`src/logic/scfg_pkg.sv`:
```
// Package of constants and types for the sensor channel fault guard
// ----------------------------------------------------------------
// Operation
// - Disable output stage when current stays at limit beyond filter time.
// - Overcurrent filter is an up-down counter stepping every 25 us.
// - Current-limit shutdown writes the ground short code into channel data.
// - Overcurrent latch clears only after channel disable then re-enable.
// - A fault on one channel never affects any other channel.
// - Any channel fault sets the sensor fault summary bit in global status.
// - Overcurrent detection is masked for a blanking time after activation; the code starts blanking only on a ctrl_en re-enable, not on cfg_en.
// - Battery short when output voltage exceeds active rail for filter time.
// - Battery short counter steps every 1.5 us, clears after 1.5 us absence.
// - Battery short disconnects only the affected channel from its rail.
// - Battery short flag clears on data read or channel disable.
// - Open sensor flag when current below 2.5 mA beyond deglitch time.
// - High current flag above 42 mA or 12 mA beyond deglitch time.
// - Open sensor and high current faults never shut the channel down.
// - Open and high current flags clear on data read or channel disable.
// - Over-temperature disables the output stage and latches thermal flag.
// - Thermal flag clears only after disable then re-enable via config.
// ----------------------------------------------------------------
package scfg_pkg;
  localparam int NUM_CH = 4;
  localparam int CLK_NS = 100;
  localparam int OC_STEP_NS = 25000;
  localparam int SB_STEP_NS = 1500;
  // Both filter steps round down, at least one cycle
  localparam int OC_STEP_CYC = (OC_STEP_NS / CLK_NS) < 1 ? 1 : (OC_STEP_NS / CLK_NS);
  localparam int SB_STEP_CYC = (SB_STEP_NS / CLK_NS) < 1 ? 1 : (SB_STEP_NS / CLK_NS);
  localparam logic [7:0] OC_FILT_STEPS = 8'h0004;
  localparam logic [7:0] SB_FILT_STEPS = 8'h0004;
  localparam int BLANK_NS = 100000;
  localparam int BLANK_CYC = (BLANK_NS + CLK_NS - 1) / CLK_NS;
  localparam int OPEN_DEGL_NS = 50000;
  localparam int OPEN_DEGL_CYC = (OPEN_DEGL_NS + CLK_NS - 1) / CLK_NS;
  localparam int HI_DEGL_NS = 50000;
  localparam int HI_DEGL_CYC = (HI_DEGL_NS + CLK_NS - 1) / CLK_NS;
  localparam logic [2:0] ADDR_CTRL = 3'h0;
  localparam logic [2:0] ADDR_CONFIG = 3'h1;
  localparam logic [2:0] ADDR_STATUS = 3'h2;
  localparam logic [2:0] ADDR_MASK = 3'h3;
  localparam logic [2:0] ADDR_DATA0 = 3'h4;
  localparam int FB_GSHORT = 0;
  localparam int FB_BSHORT = 1;
  localparam int FB_OPEN = 2;
  localparam int FB_HICUR = 3;
  localparam int FB_THERM = 4;
  localparam logic [15:0] GROUND_SHORT_CODE = 16'h0001;
  localparam logic [3:0] CTRL_RESET = 4'h0;
  localparam logic [15:0] MASK_RESET = 16'h0000;
  localparam logic [15:0] CNT_ZERO = 16'h0000;

  typedef struct packed {
    logic [15:0] step;
    logic [7:0] oc_cnt;
    logic [7:0] sb_cnt;
    logic [15:0] sb_gap;
    logic [15:0] blank;
    logic [15:0] open_t;
    logic [15:0] hi_t;
    logic oc_latch;
    logic therm_latch;
    logic bshort;
    logic open_f;
    logic hicur;
    logic cfg_off_seen;
    logic ctl_off_seen;
  } scfg_ch_t;

  typedef struct packed {
    logic oc;
    logic ov;
    logic low;
    logic high;
    logic hot;
  } scfg_cmp_t;
endpackage
```
`src/logic/scfg_guard.sv`:
```
// Four channel remote sensor fault guard with register port
`timescale 1ns/100ps
module scfg_guard (
  input wire logic MCLK_I,
  input wire logic RST_I,
  input wire logic [2:0] ADDR_I,
  input wire logic [15:0] WDATA_I,
  input wire logic WR_I,
  input wire logic RD_I,
  input wire logic [3:0] OC_CMP_I,
  input wire logic [3:0] OV_CMP_I,
  input wire logic [3:0] LOW_CMP_I,
  input wire logic [3:0] HIGH_CMP_I,
  input wire logic [3:0] HOT_CMP_I,
  output logic [15:0] RDATA_O,
  output logic [3:0] STAGE_EN_O,
  output logic [3:0] RAIL_CONN_O,
  output logic FAULT_SUMMARY_O,
  output logic IRQ_O
);
  // ----------------------------------------------------------------
  // State
  // ----------------------------------------------------------------
  typedef struct packed {
    scfg_pkg::scfg_ch_t [3:0] ch;
    logic [3:0] ctrl_en;
    logic [3:0] cfg_en;
    logic [15:0] status;
    logic [15:0] mask;
    logic [15:0] rdata;
    logic [3:0] stage;
    logic [3:0] rail;
    logic summary;
    logic irq;
    scfg_pkg::scfg_cmp_t [3:0] s1;
    scfg_pkg::scfg_cmp_t [3:0] s2;
    scfg_pkg::scfg_cmp_t [3:0] s3;
    scfg_pkg::scfg_cmp_t [3:0] flt;
  } scfg_state_t;

  scfg_state_t r;
  scfg_state_t next_r;

  function automatic logic [15:0] scfg_pack(input scfg_pkg::scfg_ch_t c);
    logic [15:0] v;
    v = 16'h0000;
    if (c.oc_latch)
      v = scfg_pkg::GROUND_SHORT_CODE;
    v[scfg_pkg::FB_BSHORT] = c.bshort;
    v[scfg_pkg::FB_OPEN] = c.open_f;
    v[scfg_pkg::FB_HICUR] = c.hicur;
    v[scfg_pkg::FB_THERM] = c.therm_latch;
    return v;
  endfunction

  function automatic logic [15:0] scfg_inc(input logic [15:0] v);
    return (v == 16'hFFFF) ? v : 16'(v + 16'h0001);
  endfunction

  always_comb
  begin
    logic [15:0] ev;
    logic active;
    logic stage_on;
    logic is_read;
    ev = 16'h0000;
    active = 1'b0;
    stage_on = 1'b0;
    is_read = 1'b0;
    next_r = r;
    // ----------------------------------------------------------------
    // Comparator inputs: three flops, change once stages two and three agree
    // ----------------------------------------------------------------
    for (int i = 0; i < scfg_pkg::NUM_CH; i++)
    begin
      next_r.s1[i] = '{OC_CMP_I[i], OV_CMP_I[i], LOW_CMP_I[i], HIGH_CMP_I[i], HOT_CMP_I[i]};
      next_r.s2[i] = r.s1[i];
      next_r.s3[i] = r.s2[i];
      if (r.s2[i] == r.s3[i])
        next_r.flt[i] = r.s3[i];
    end
    // ----------------------------------------------------------------
    // Register writes
    // ----------------------------------------------------------------
    if (WR_I)
    begin
      if (ADDR_I == scfg_pkg::ADDR_CTRL)
        next_r.ctrl_en = WDATA_I[3:0];
      else if (ADDR_I == scfg_pkg::ADDR_CONFIG)
        next_r.cfg_en = WDATA_I[3:0];
      else if (ADDR_I == scfg_pkg::ADDR_MASK)
        next_r.mask = WDATA_I;
    end
    // ----------------------------------------------------------------
    // Per channel supervision, each channel sees only its own inputs
    // ----------------------------------------------------------------
    for (int i = 0; i < scfg_pkg::NUM_CH; i++)
    begin
      active = r.ctrl_en[i] & r.cfg_en[i];
      is_read = RD_I && (ADDR_I == 3'(scfg_pkg::ADDR_DATA0 + 3'(i)));
      // Re-enable needs a prior disable seen on the same register
      if (!r.ctrl_en[i])
        next_r.ch[i].ctl_off_seen = 1'b1;
      if (!r.cfg_en[i])
        next_r.ch[i].cfg_off_seen = 1'b1;
      if (r.ctrl_en[i] && r.ch[i].ctl_off_seen)
      begin
        next_r.ch[i].oc_latch = 1'b0;
        next_r.ch[i].ctl_off_seen = 1'b0;
        next_r.ch[i].blank = 16'(scfg_pkg::BLANK_CYC);
        next_r.ch[i].oc_cnt = 8'h00;
      end
      if (r.cfg_en[i] && r.ch[i].cfg_off_seen)
      begin
        next_r.ch[i].therm_latch = 1'b0;
        next_r.ch[i].cfg_off_seen = 1'b0;
      end
      stage_on = active & ~r.ch[i].oc_latch & ~r.ch[i].therm_latch;
      next_r.ch[i].step = scfg_inc(r.ch[i].step);
      if (r.ch[i].blank != scfg_pkg::CNT_ZERO)
        next_r.ch[i].blank = 16'(r.ch[i].blank - 16'h0001);
      // Overcurrent up-down filter in 25 us steps
      if (r.ch[i].step >= 16'(scfg_pkg::OC_STEP_CYC - 1))
      begin
        next_r.ch[i].step = 16'h0000;
        if (stage_on && r.flt[i].oc && r.ch[i].blank == scfg_pkg::CNT_ZERO)
        begin
          if (r.ch[i].oc_cnt >= scfg_pkg::OC_FILT_STEPS - 8'h01)
          begin
            next_r.ch[i].oc_latch = 1'b1;
            ev[i * 4 + 0] = 1'b1;
          end
          else
            next_r.ch[i].oc_cnt = 8'(r.ch[i].oc_cnt + 8'h01);
        end
        else if (r.ch[i].oc_cnt != 8'h00)
          next_r.ch[i].oc_cnt = 8'(r.ch[i].oc_cnt - 8'h01);
      end
      // Battery short up-counter, cleared after 1.5 us absence
      if (active && r.flt[i].ov)
      begin
        next_r.ch[i].sb_gap = 16'h0000;
        if (r.ch[i].step % 16'(scfg_pkg::SB_STEP_CYC) == 16'h0000)
        begin
          if (r.ch[i].sb_cnt >= scfg_pkg::SB_FILT_STEPS - 8'h01)
          begin
            next_r.ch[i].bshort = 1'b1;
            ev[i * 4 + 1] = 1'b1;
          end
          else
            next_r.ch[i].sb_cnt = 8'(r.ch[i].sb_cnt + 8'h01);
        end
      end
      else
      begin
        next_r.ch[i].sb_gap = scfg_inc(r.ch[i].sb_gap);
        if (r.ch[i].sb_gap >= 16'(scfg_pkg::SB_STEP_CYC - 1))
          next_r.ch[i].sb_cnt = 8'h00;
      end
      // Open and high current deglitch, channel keeps running
      next_r.ch[i].open_t = (active && r.flt[i].low) ? scfg_inc(r.ch[i].open_t) : 16'h0000;
      next_r.ch[i].hi_t = (active && r.flt[i].high) ? scfg_inc(r.ch[i].hi_t) : 16'h0000;
      // Thermal shutdown
      if (active && r.flt[i].hot)
      begin
        next_r.ch[i].therm_latch = 1'b1;
        ev[i * 4 + 2] = 1'b1;
      end
      // Clear on read first, so a same-cycle set below wins
      if (is_read || !r.ctrl_en[i])
      begin
        next_r.ch[i].bshort = 1'b0;
        next_r.ch[i].open_f = 1'b0;
        next_r.ch[i].hicur = 1'b0;
      end
      if (ev[i * 4 + 1])
        next_r.ch[i].bshort = 1'b1;
      if (r.ch[i].open_t == 16'(scfg_pkg::OPEN_DEGL_CYC))
      begin
        next_r.ch[i].open_f = 1'b1;
        ev[i * 4 + 3] = 1'b1;
      end
      if (r.ch[i].hi_t == 16'(scfg_pkg::HI_DEGL_CYC))
      begin
        next_r.ch[i].hicur = 1'b1;
        ev[i * 4 + 3] = 1'b1;
      end
      next_r.stage[i] = active & ~next_r.ch[i].oc_latch & ~next_r.ch[i].therm_latch;
      next_r.rail[i] = active & ~next_r.ch[i].bshort;
    end
    // ----------------------------------------------------------------
    // Read data, status and interrupt
    // ----------------------------------------------------------------
    next_r.rdata = 16'h0000;
    if (RD_I)
    begin
      if (ADDR_I == scfg_pkg::ADDR_CTRL)
        next_r.rdata = {12'h000, r.ctrl_en};
      else if (ADDR_I == scfg_pkg::ADDR_CONFIG)
        next_r.rdata = {12'h000, r.cfg_en};
      else if (ADDR_I == scfg_pkg::ADDR_STATUS)
        next_r.rdata = r.status;
      else if (ADDR_I == scfg_pkg::ADDR_MASK)
        next_r.rdata = r.mask;
      else
        next_r.rdata = scfg_pack(r.ch[ADDR_I[1:0]]);
    end
    if (RD_I && ADDR_I == scfg_pkg::ADDR_STATUS)
      next_r.status = ev;
    else
      next_r.status = r.status | ev;
    next_r.summary = 1'b0;
    for (int i = 0; i < scfg_pkg::NUM_CH; i++)
      next_r.summary = next_r.summary | (|scfg_pack(next_r.ch[i]));
    next_r.irq = |(next_r.status & r.mask);
    if (RST_I)
    begin
      next_r = '0;
      next_r.ctrl_en = scfg_pkg::CTRL_RESET;
      next_r.cfg_en = scfg_pkg::CTRL_RESET;
      next_r.mask = scfg_pkg::MASK_RESET;
    end
  end

  always_ff @(posedge MCLK_I)
  begin
    r <= next_r;
  end

  assign RDATA_O = r.rdata;
  assign STAGE_EN_O = r.stage;
  assign RAIL_CONN_O = r.rail;
  assign FAULT_SUMMARY_O = r.summary;
  assign IRQ_O = r.irq;
endmodule

```
`config.mk`:
```
export PLATFORM = sky130hd
export DESIGN_NAME = scfg_guard
export DESIGN_NICKNAME = d
export VERILOG_FILES = /design/src/logic/scfg_pkg.sv /design/src/logic/scfg_guard.sv
export SDC_FILE = /design/constraint.sdc
export NUM_CORES = 1
export LEC_CHECK = 0
export BUFFER_PORTS_ARGS = -buffer_cell sky130_fd_sc_hd__buf_2
export CORE_MARGIN = 2
export CORE_UTILIZATION = 64
export DETAILED_ROUTE_END_ITERATION = 7
export GPL_TIMING_DRIVEN = 1
export HOLD_SLACK_MARGIN = 0.08
export PLACE_DENSITY = 0.87
export SYNTH_ARGS = -nofsm -noshare
export SYNTH_HDL_FRONTEND = slang
export SYNTH_SLANG_ARGS = --single-unit
```
`constraint.sdc`:
```
create_clock -name MCLK_I -period 9.8 [get_ports MCLK_I]
set_input_delay 0.98 -clock MCLK_I [delete_from_list [all_inputs] [get_ports MCLK_I]]
set_output_delay 0.98 -clock MCLK_I [all_outputs]
set_load 0.05 [all_outputs]
```
# == Yosys cells after proc, flatten, opt, wreduce, memory -nomap -nowiden ==
# Cells that the tools add are included.
# W data, S select, Z words.
# word_totals
reg_bits,558
input_bits,43
# op_classes
addsub,32
div,4
order_cmp,17
eq_ne,43
n_mux,148
bitwise_logic,60
n_reduce_logical,108
# ops
cell,n
$add A16 B1 Y16 const B,16
$eq A16 B16 Y1 const B,16
$mux W8,32
$mux W16,15
$bmux W103 S2,1
$eq A16 B9 Y1 const B,8
$logic_not A16 Y1,8
$mux W24,4
$mux W1,89
$reduce_or A16 Y1,5
$add A8 B1 Y8 const B,8
$ge A16 B4 Y1 const B,4
$ge A16 B8 Y1 const B,4
$ge A8 B2 Y1 const B,8
$mod A16 B4 Y16 const B,4
$reduce_bool A16 Y1,4
$sub A16 B1 Y16 const B,4
$reduce_or A2 Y1,25
$logic_and A1 B1 Y1,37
$reduce_bool A8 Y1,4
$sub A8 B1 Y8 const B,4
$not A1 Y1,31
$and A1 B1 Y1,24
$eq A5 B5 Y1,4
other kinds (20),53

# == Longest topological paths before layout ==
# Gate-level depths: netlist (run 1).
# depth
depth_word,12
depth_mapped,34
ltp_nobuf,32

# == Least setup slack after synthesis (run 1) ==
# OpenSTA, ideal clock, no wires.
# synth_timing
kind,flip-flop to flip-flop
startpoint,reg r[244] (netlist name)
endpoint,"reg r, in the netlist RAIL_CONN_O[0]"
setup_ns,0.115
t_arrival_ns,6.852
path_slack_ns,2.833
stages_incl_launch_ff,31
n_path_buf,0
path_cell_list,dfxtp_1 o211ai_1 mux2_2 or2_1 a21oi_2 o21ai_1 o21ai_0 o21ai_1 o2111a_1 o21ai_2 mux2_2 and3_1 or3_4 nand3_2 nor3_1 o21ai_0 ha_1 nor3b_1 nand4_1 nand2_1 o211ai_2 o21ai_2 xnor2_1 inv_1 ha_1 o211a_1 nor4_1 a211oi_2 nor3_2 a21oi_1 and2_1
# synth_via
elab_chain_len,8
elab_cells_between_ends,10
cone_classes,div: 1; mux: 6; bitwise: 2; reduce/logical: 1
# synth_lines
element,line_no,text
start: declaration,scfg_guard.sv:41,scfg_state_t r;
start signal: assignment,scfg_guard.sv:227,r <= next_r;
$mod A16 B4 Y16 *,scfg_guard.sv:143,if (r.ch[i].step % 16'(scfg_pkg::SB_STEP_CYC) == 16'h0000)
$logic_not A16 Y1 *,scfg_guard.sv:143,
$mux W1,scfg_guard.sv:143,
$mux W1,scfg_guard.sv:140,if (active && r.flt[i].ov)
$mux W3,scfg_guard.sv:170,if (is_read || !r.ctrl_en[i])
$mux W1 *,scfg_guard.sv:176,if (ev[i * 4 + 1])
$not A1 Y1 *,scfg_guard.sv:189,next_r.rail[i] = active & ~next_r.ch[i].bshort;
$and A1 B1 Y1 *,scfg_guard.sv:189,
# Every way passes the cells marked *; elsewhere a longest branch is shown, timed or not.
# A chain may end at the register's enable or synchronous reset.

# == Final worst setup path (run 1) ==
# layout_timing
startpoint,reg r[246] (netlist name)
endpoint,"reg r, in the netlist RAIL_CONN_O[0]"
# The elaborated chain is that of the path after synthesis.

==> results of run 1 <==
## layout by cell type (no fill, tap or decap), types with 76 or more instances in the layout
cell type	instances
nand3_1	175
nand4_1	86
a21oi_1	227
dfxtp_1	558
nor2b_1	91
o21ai_0	132
inv_1	104
and3_1	104
nand2_1	309
nor3_1	157
ha_1	76
xnor2_1	94
xor2_1	114
nor2_1	483
## power groups by stage
stage / registers (uW) / logic, uW / clock network [uW]
5_1_grt: 2710 / 2000 / 2420
2_1_floorplan: 2650 / 1480 / 0
3_5_place_dp: 2720 / 1720 / 0
4_1_cts: 2670 / 1760 / 2330
3_3_place_gp: 2710 / 1680 / 0
6_report: 2680 / 1780 / 2310
## path summary, 6_finish.rpt
kind | start | endpoint | slack, ns
setup reg to reg | r[246] | RAIL_CONN_O[0] | 1.27
setup / recovery | r[246] | RAIL_CONN_O[0] | 1.27
hold / removal | r[66] | r[46] | 0.43
hold reg to reg | r[66] | r[46] | 0.43
## cell families after synthesis
family / synth area share
and+or+nand+nor: 0.2871
buffers and inverters: 0.03921
AOI/OAI and AO/OA: 0.2048
DFF: 0.3497
adders and majority gates: 0.03137
muxes: 0.03063
xor gates and xnor gates: 0.05703
other: 0.0001174
## per-layer routing
metal | vias to the layer above | track usage | routed length [um]
met4 | 0 | 0.1065 | 2471
li1 | 14210 | - | -
met1 | 13420 | 0.3726 | 33450
met2 | 1005 | 0.4638 | 34350
met3 | 186 | 0.03356 | 4156
met5 | - | 0 | 0
## Yosys cell counts (21+ instances only)
library cell	number
and2_1	64
or2_2	22
nand2_1	309
nor2_1	483
or3_1	54
xnor2_1	94
xor2_1	114
o21a_1	27
a21o_1	30
dfxtp_1	558
o21ai_1	25
nand4_1	86
buf_4	32
o21ai_0	132
ha_1	76
a21oi_1	227
clkbuf_1	117
mux2i_1	69
nand2b_1	27
inv_1	104
nand3_1	175
a31oi_1	38
and3_1	104
o211ai_1	55
nor3b_1	21
nor3_1	157
nor4_1	60
a211oi_1	61
nor2b_1	91
## state kept, by name (all words and copies together), names as in the netlist
signal	count
FAULT_SUMMARY_O	1
r	532
IRQ_O	1
RAIL_CONN_O	4
STAGE_EN_O	4
RDATA_O	16
## worst max-delay path, delay by kind of cell, from the launching register on
family	cells	cell delay (ns)
xor gates and xnor gates	1	0.19
buffers and inverters	1	0.07
and+or+nand+nor	13	3.41
DFF	1	0.60
muxes	1	0.40
AOI/OAI and AO/OA	12	3.15
adders and majority gates	2	0.60
## final cells by class
class | instances | area share
inverter | 107 | 0.01165
antenna | 3 | 0.0002177
clock buffer | 83 | 0.04888
tap | 664 | 0.02409
multi-input combinational | 3099 | 0.5695
sequential | 558 | 0.3240
clock inverter | 23 | 0.01031
timing repair buffer | 74 | 0.01143
## per-stage QoR
step,power [uW],hold WS [ns]
final,6770,0.4344
after global routing,7130,0.4629
after CTS,6761,0.4370
after detailed placement,4439,0.4235
after global placement,4389,0.4213
after floorplan,4131,0.4138
==> metrics.md, run 1 <==
| Metric | Value |
|---|---|
| Die span in y | 227.4 um |
| CTS Sinks | 558 |
| Crit path kind | register to register |
| Status | finished clean |
| H-tree depth | 2 |
| Clk pwr share | 0.341 |
| Multi-input logic area | 0.01964 mm2 |
| Total Routing Usage GR | 0.2794 |
| Fillers | 3785 |
| Site Rows | 81 |
| Initial DRT Pass Iterations | 8 |
| Cell Pwr Density | 196.3 mW/mm2 |
| Via density | 6.249 |
| Largest net degree at the start of global routing | 99 |
| DRC errors left | 0 |
| Antenna viol nets, final | 0 |
| CTS tree | built |
| Worst slew margin | 0.2309 |
| Main synth FF type | dfxtp_1 |
| Sequential share of the synthesized area | 0.3497 |
| Share of the synthesized area in the top cell type | 0.3497 |
| Die X | 227.4 um |
| Synth top area cells | dfxtp_1 35%, nor2_1 5.7%, nand2_1 3.6% |
| Root buf cell | clkbuf_16 |
| Postcts setup bufs | 0 |
| TritonCTS Buffers | 57 |
| DP Cell Count | 4502 |
| Final slew viol count | 0 |
| Placer Congestion | 0.9405 |
| Critical Path Slowest Stage Cell | dfxtp_1 |
| Maximum fanout along the worst path | 13 |
| Net total in the final layout | 4016 |
| Post-Layout Cell Count | 4611 |
| R2R cell count | 30 |
| Asr flop ratio synth | 0 |
| Fin area | 0.03448 mm2 |
| Reg clk slew, reported paths | 0.06 ns |
| Startpoint Class | register |
| Reg area | 0.01117 mm2 |
| Final core occ | 0.7015 |
| Area leader, netlist | dfxtp_1 |
| Most frequent CP cell | nor3_1 |
| EDFF count, synth | 0 |
| Slew of the pin with the lowest slew margin | 1.143 ns |
| Max_cap viols | 0 |
| Initial antenna violation count | 3 |
| Post-cts sizing count | 0 |
| Fmax | 117.3 MHz |
| FF+latch count, synth | 558 |
| Fin crit share | 0.8702 |
| Combinational share of power | 0.263 |
| Crit. End Element | register |
| Clk Latency, worst-skew pair | 0.63 ns |
| CTS max path bufs | 3 |
| First-pass GRT wire length | 122800 um |
| Final Setup Violations | 0 |
| Final WL | 74430 um |
| Switching share of power | 0.3254 |
| Hold Crit Class | register to register |
| IO Pins | 69 |
| Final setup margin | 1.272 ns |
| RSZ-0062 raised after global routing | no |
| Final setup skew | 0.02936 ns |
| Post-synthesis cell count | 3913 |
| Switching pwr | 2203 uW |
| Layout area overhead | 7.947% |
| Netlist Area Pre-Place | 0.03194 mm2 |
| Vias | 28.82k |
| Fin crit period | 8.528 ns |
| DP HPWL | 52110 um |
| Initial core utilization | 0.6499 |
| Hold Path Stages | 1 |
| DRT iter0 DRCs | 2358 |
| Fin Setup TNS | 0 ns |
| Synth warn | 0 |
| DR WL/cell | 16.14 um |
| Lkg Pwr | 0.01272 uW |
| Layout cells sized above 1 | 0.08824 |
| GRT Residual Overflow | 0 |
| Port Buffers | 68 |
| Die area | 0.05172 mm2 |
| Power Internal | 4567 uW |
| Placement Cell Area | 0.03243 mm2 |
| Syn avg cell area | 8.163 um2 |
| Vias in the first global route | 25.92k |
| Critical path required time | 10.33 ns |
| Critical Path AT | 9.05 ns |
| Distinct cells, synth | 145 |
| CTS Hold Bufs | 0 |
| VDD IR max | 0.1799 mV |
| Dpl ws | 1.572 ns |
| Slowest cell delay on critical path | 0.60 ns |
| Final hold vios | 0 |
| Seq pwr share | 0.396 |
| Area of the core | 0.04915 mm2 |
(Power assumes the default switching activity.)
==> inputs of run 2 (changes only) <==
--- a/config.mk
+++ b/config.mk
@@ -7,11 +7,11 @@
 export LEC_CHECK = 0
 export BUFFER_PORTS_ARGS = -buffer_cell sky130_fd_sc_hd__buf_2
 export CORE_MARGIN = 2
-export CORE_UTILIZATION = 64
+export CORE_UTILIZATION = 65
 export DETAILED_ROUTE_END_ITERATION = 7
 export GPL_TIMING_DRIVEN = 1
 export HOLD_SLACK_MARGIN = 0.08
-export PLACE_DENSITY = 0.87
+export PLACE_DENSITY = 0.88
 export SYNTH_ARGS = -nofsm -noshare
 export SYNTH_HDL_FRONTEND = slang
 export SYNTH_SLANG_ARGS = --single-unit
==> constraint.sdc (replaced) <==
create_clock -name MCLK_I -period 9.9 [get_ports MCLK_I]
set_input_delay 0.99 -clock MCLK_I [delete_from_list [all_inputs] [get_ports MCLK_I]]
set_output_delay 0.99 -clock MCLK_I [all_outputs]
set_load 0.05 [all_outputs]
==> run 2 against run 1 <==
Via count increased by 0.53%. Cell area fell by 0.11%. Sequential power barely moved. Clock skew is 0.014 ns higher. Register-to-register slack improved by 0.17 ns. First-iteration DRC count grew 16%. Flip-flop and latch count unchanged. Final cell count down 0.11%. Combinational power about the same. Wire length grew 1.6%. Count of clock-buffer cells in the layout is 10 lower. Non-clock buffer count decreased by 2. Critical path type unchanged. Largest power group unchanged.
==> metrics.md, run 2 (synthesized netlist as in run 1, its figures left out) <==
| Metric | Value |
|---|---|
| Largest net degree at the start of global routing | 109 (+10%) |
| Net total in the final layout | 4011 (-0.12%) |
| Initial DRT Pass Iterations | 8 (unchanged) |
| Worst path top cell family by delay | compound AO/OA/AOI/OAI gates |
| Placer Congestion | 0.9908 (+5.3%) |
| Root buf cell | clkbuf_16 |
| DRT iter0 DRCs | 2743 (+16%) |
| Clk pwr share | 0.342 (about the same) |
| First-pass GRT wire length | 125300 um (+2.0%) |
| Critical Path Slowest Stage Cell | o21ai_1 |
| Antenna viol nets, final | 0 (unchanged) |
| H-tree depth | 2 (unchanged) |
| Die X | 225.7 um (-0.76%) |
| DR WL/cell | 16.41 um (+1.7%) |
| Commonest cells after routing, fill and taps aside | 558 x dfxtp_1, 483 x nor2_1, 309 x nand2_1 |
| Total Routing Usage GR | 0.2881 (+0.008673) |
| Postcts setup bufs | 0 (unchanged) |
| Final setup margin | 1.437 ns (+0.1658 ns) |
| GRT Residual Overflow | 0 (unchanged) |
| CTS Hold Bufs | 0 (unchanged) |
| Switching pwr | 2187 uW (-0.74%) |
| Status | finished clean |
| Final core occ | 0.7066 (+0.005063) |
| Switching share of power | 0.3251 (about the same) |
| Slew of the pin with the lowest slew margin | 1.058 ns (-0.08500 ns) |
| Crit path kind | register to register |
| RSZ-0062 raised after global routing | no |
| Area of the core | 0.04875 mm2 (-0.82%) |
| Fin area | 0.03444 mm2 (-0.11%) |
| VDD IR max | 0.1551 mV (-14%) |
| WP buf/inv | 0 (-1) |
| TritonCTS Buffers | 54 (-5.3%) |
| Maximum fanout along the worst path | 15 (+2) |
| Slowest cell delay on critical path | 0.69 ns (+0.09 ns) |
| Die span in y | 225.7 um (-0.76%) |
| Fin crit period | 8.463 ns (-0.06577 ns) |
| Die area | 0.05093 mm2 (-1.5%) |
| Final slew viol count | 0 (unchanged) |
| Combinational share of power | 0.264 (about the same) |
| Hold Crit Class | register to register |
| Cell Pwr Density | 195.3 mW/mm2 (-0.53%) |
| Critical Path AT | 8.96 ns (-0.09 ns) |
| Startpoint Class | register |
| Lkg Pwr | 0.01270 uW (-0.11%) |
| Clk Latency, worst-skew pair | 0.63 ns (about the same) |
| Reg area | 0.01117 mm2 (unchanged) |
| CTS tree | built |
| Initial core utilization | 0.6553 (+0.005404) |
| Placement Cell Area | 0.03242 mm2 (about the same) |
| Port Buffers | 68 (unchanged) |
| Fin crit share | 0.8548 (-0.01543) |
| Final WL | 75610 um (+1.6%) |
| Fillers | 3636 (-3.9%) |
| Via density | 6.289 (+0.64%) |
| Vias | 28.97k (+0.53%) |
| Final hold vios | 0 (unchanged) |
| Seq pwr share | 0.394 (-0.002) |
| Final setup skew | 0.04337 ns (+0.01400 ns) |
| Reg clk slew, reported paths | 0.06 ns (about the same) |
| Max_cap viols | 0 (unchanged) |
| Fin Setup TNS | 0 ns (unchanged) |
| Power Internal | 4540 uW (-0.59%) |
| IO Pins | 69 (unchanged) |
| Most flops, register | r |
| DRC errors left | 0 (unchanged) |
| Initial antenna violation count | 8 (+5) |
| Max reg flops | 532 (unchanged) |
| Critical path required time | 10.40 ns (+0.07 ns) |
| Crit. End Element | register |
| DP HPWL | 52210 um (+0.19%) |
| Dpl ws | 1.702 ns (+0.1307 ns) |
| Layout area overhead | 7.830% |
| Commonest non-fill, non-tap cell in the layout | dfxtp_1 |
| Site Rows | 81 (unchanged) |
| Multi-input logic area | 0.01964 mm2 (unchanged) |
| CTS Sinks | 558 (unchanged) |
| Hold slack | 0.4376 ns (+0.003207 ns) |
| Worst slew margin | 0.2881 (+0.05719) |
| Final Setup Violations | 0 (unchanged) |
| CTS max path bufs | 3 (unchanged) |
| Vias in the first global route | 26.41k (+1.9%) |
| Layout cells sized above 1 | 0.08740 (-0.0008369) |
| Fmax | 118.2 MHz (+0.78%) |
| Post-cts sizing count | 0 (unchanged) |
-- run 2: cell types whose count changed in the layout (fill, tap and decap cells not counted), moves of 2 or more --
cell	previous run	this run
clkinv_4	1	3
clkbuf_1	11	7
clkbuf_8	15	13
buf_4	6	4
bufinv_16	7	11
diode_2	3	6
clkbuf_16	58	54
clkinvlp_4	3	1
-- run 2: worst register-to-register path, delay by kind of cell, from the launching register on --
family                   cells  cell delay [ns]
XOR/XNOR                     2             0.40
AO/OA/AOI/OAI               15             4.02
flip-flops                   1             0.56
AND/OR/NAND/NOR             10             2.56
adder cells (fa/ha/maj)      2             0.57
multiplexers                 1             0.28
-- run 2: metrics by stage --
step	power (uW)	instances
floorplan	4089	3944
detailed placement	4403	4500
global placement	4347	4500
finish	6726	4606
CTS	6719	4600
global route	7068	4606
-- run 2: layout make-up --
cell class                 count  area share
inverter                     107     0.01166
clock buffer                  73     0.04479
timing repair buffer          72     0.01101
clock inverter                27     0.01359
tap                          664     0.02412
sequential                   558      0.3243
multi-input combinational   3099      0.5701
antenna                        6   0.0004359
-- run 2: power by group through the flow --
| stage | registers, uW | logic [uW] | clock network, uW |
|---|---|---|---|
| 2_1_floorplan | 2620 | 1460 | 0 |
| 3_3_place_gp | 2680 | 1660 | 0 |
| 3_5_place_dp | 2690 | 1720 | 0 |
| 4_1_cts | 2650 | 1750 | 2330 |
| 5_1_grt | 2680 | 1980 | 2410 |
| 6_report | 2650 | 1770 | 2300 |
-- run 2: final timing paths --
kind	from	endpoint	slack (ns)	cells past startpoint
min reg2reg	r[63]	r[43]	0.44	1
max	r[451]	r[425]	1.44	30
max reg2reg	r[451]	r[425]	1.44	30
min	r[63]	r[43]	0.44	1
-- run 2: routing by layer --
metal,vias up,GRT usage,wire length (um)
met5,-,0,25
met4,4,0.1113,2557
met3,185,0.03682,4279
met2,978,0.4819,35560
met1,13610,0.3792,33180
li1,14190,-,-
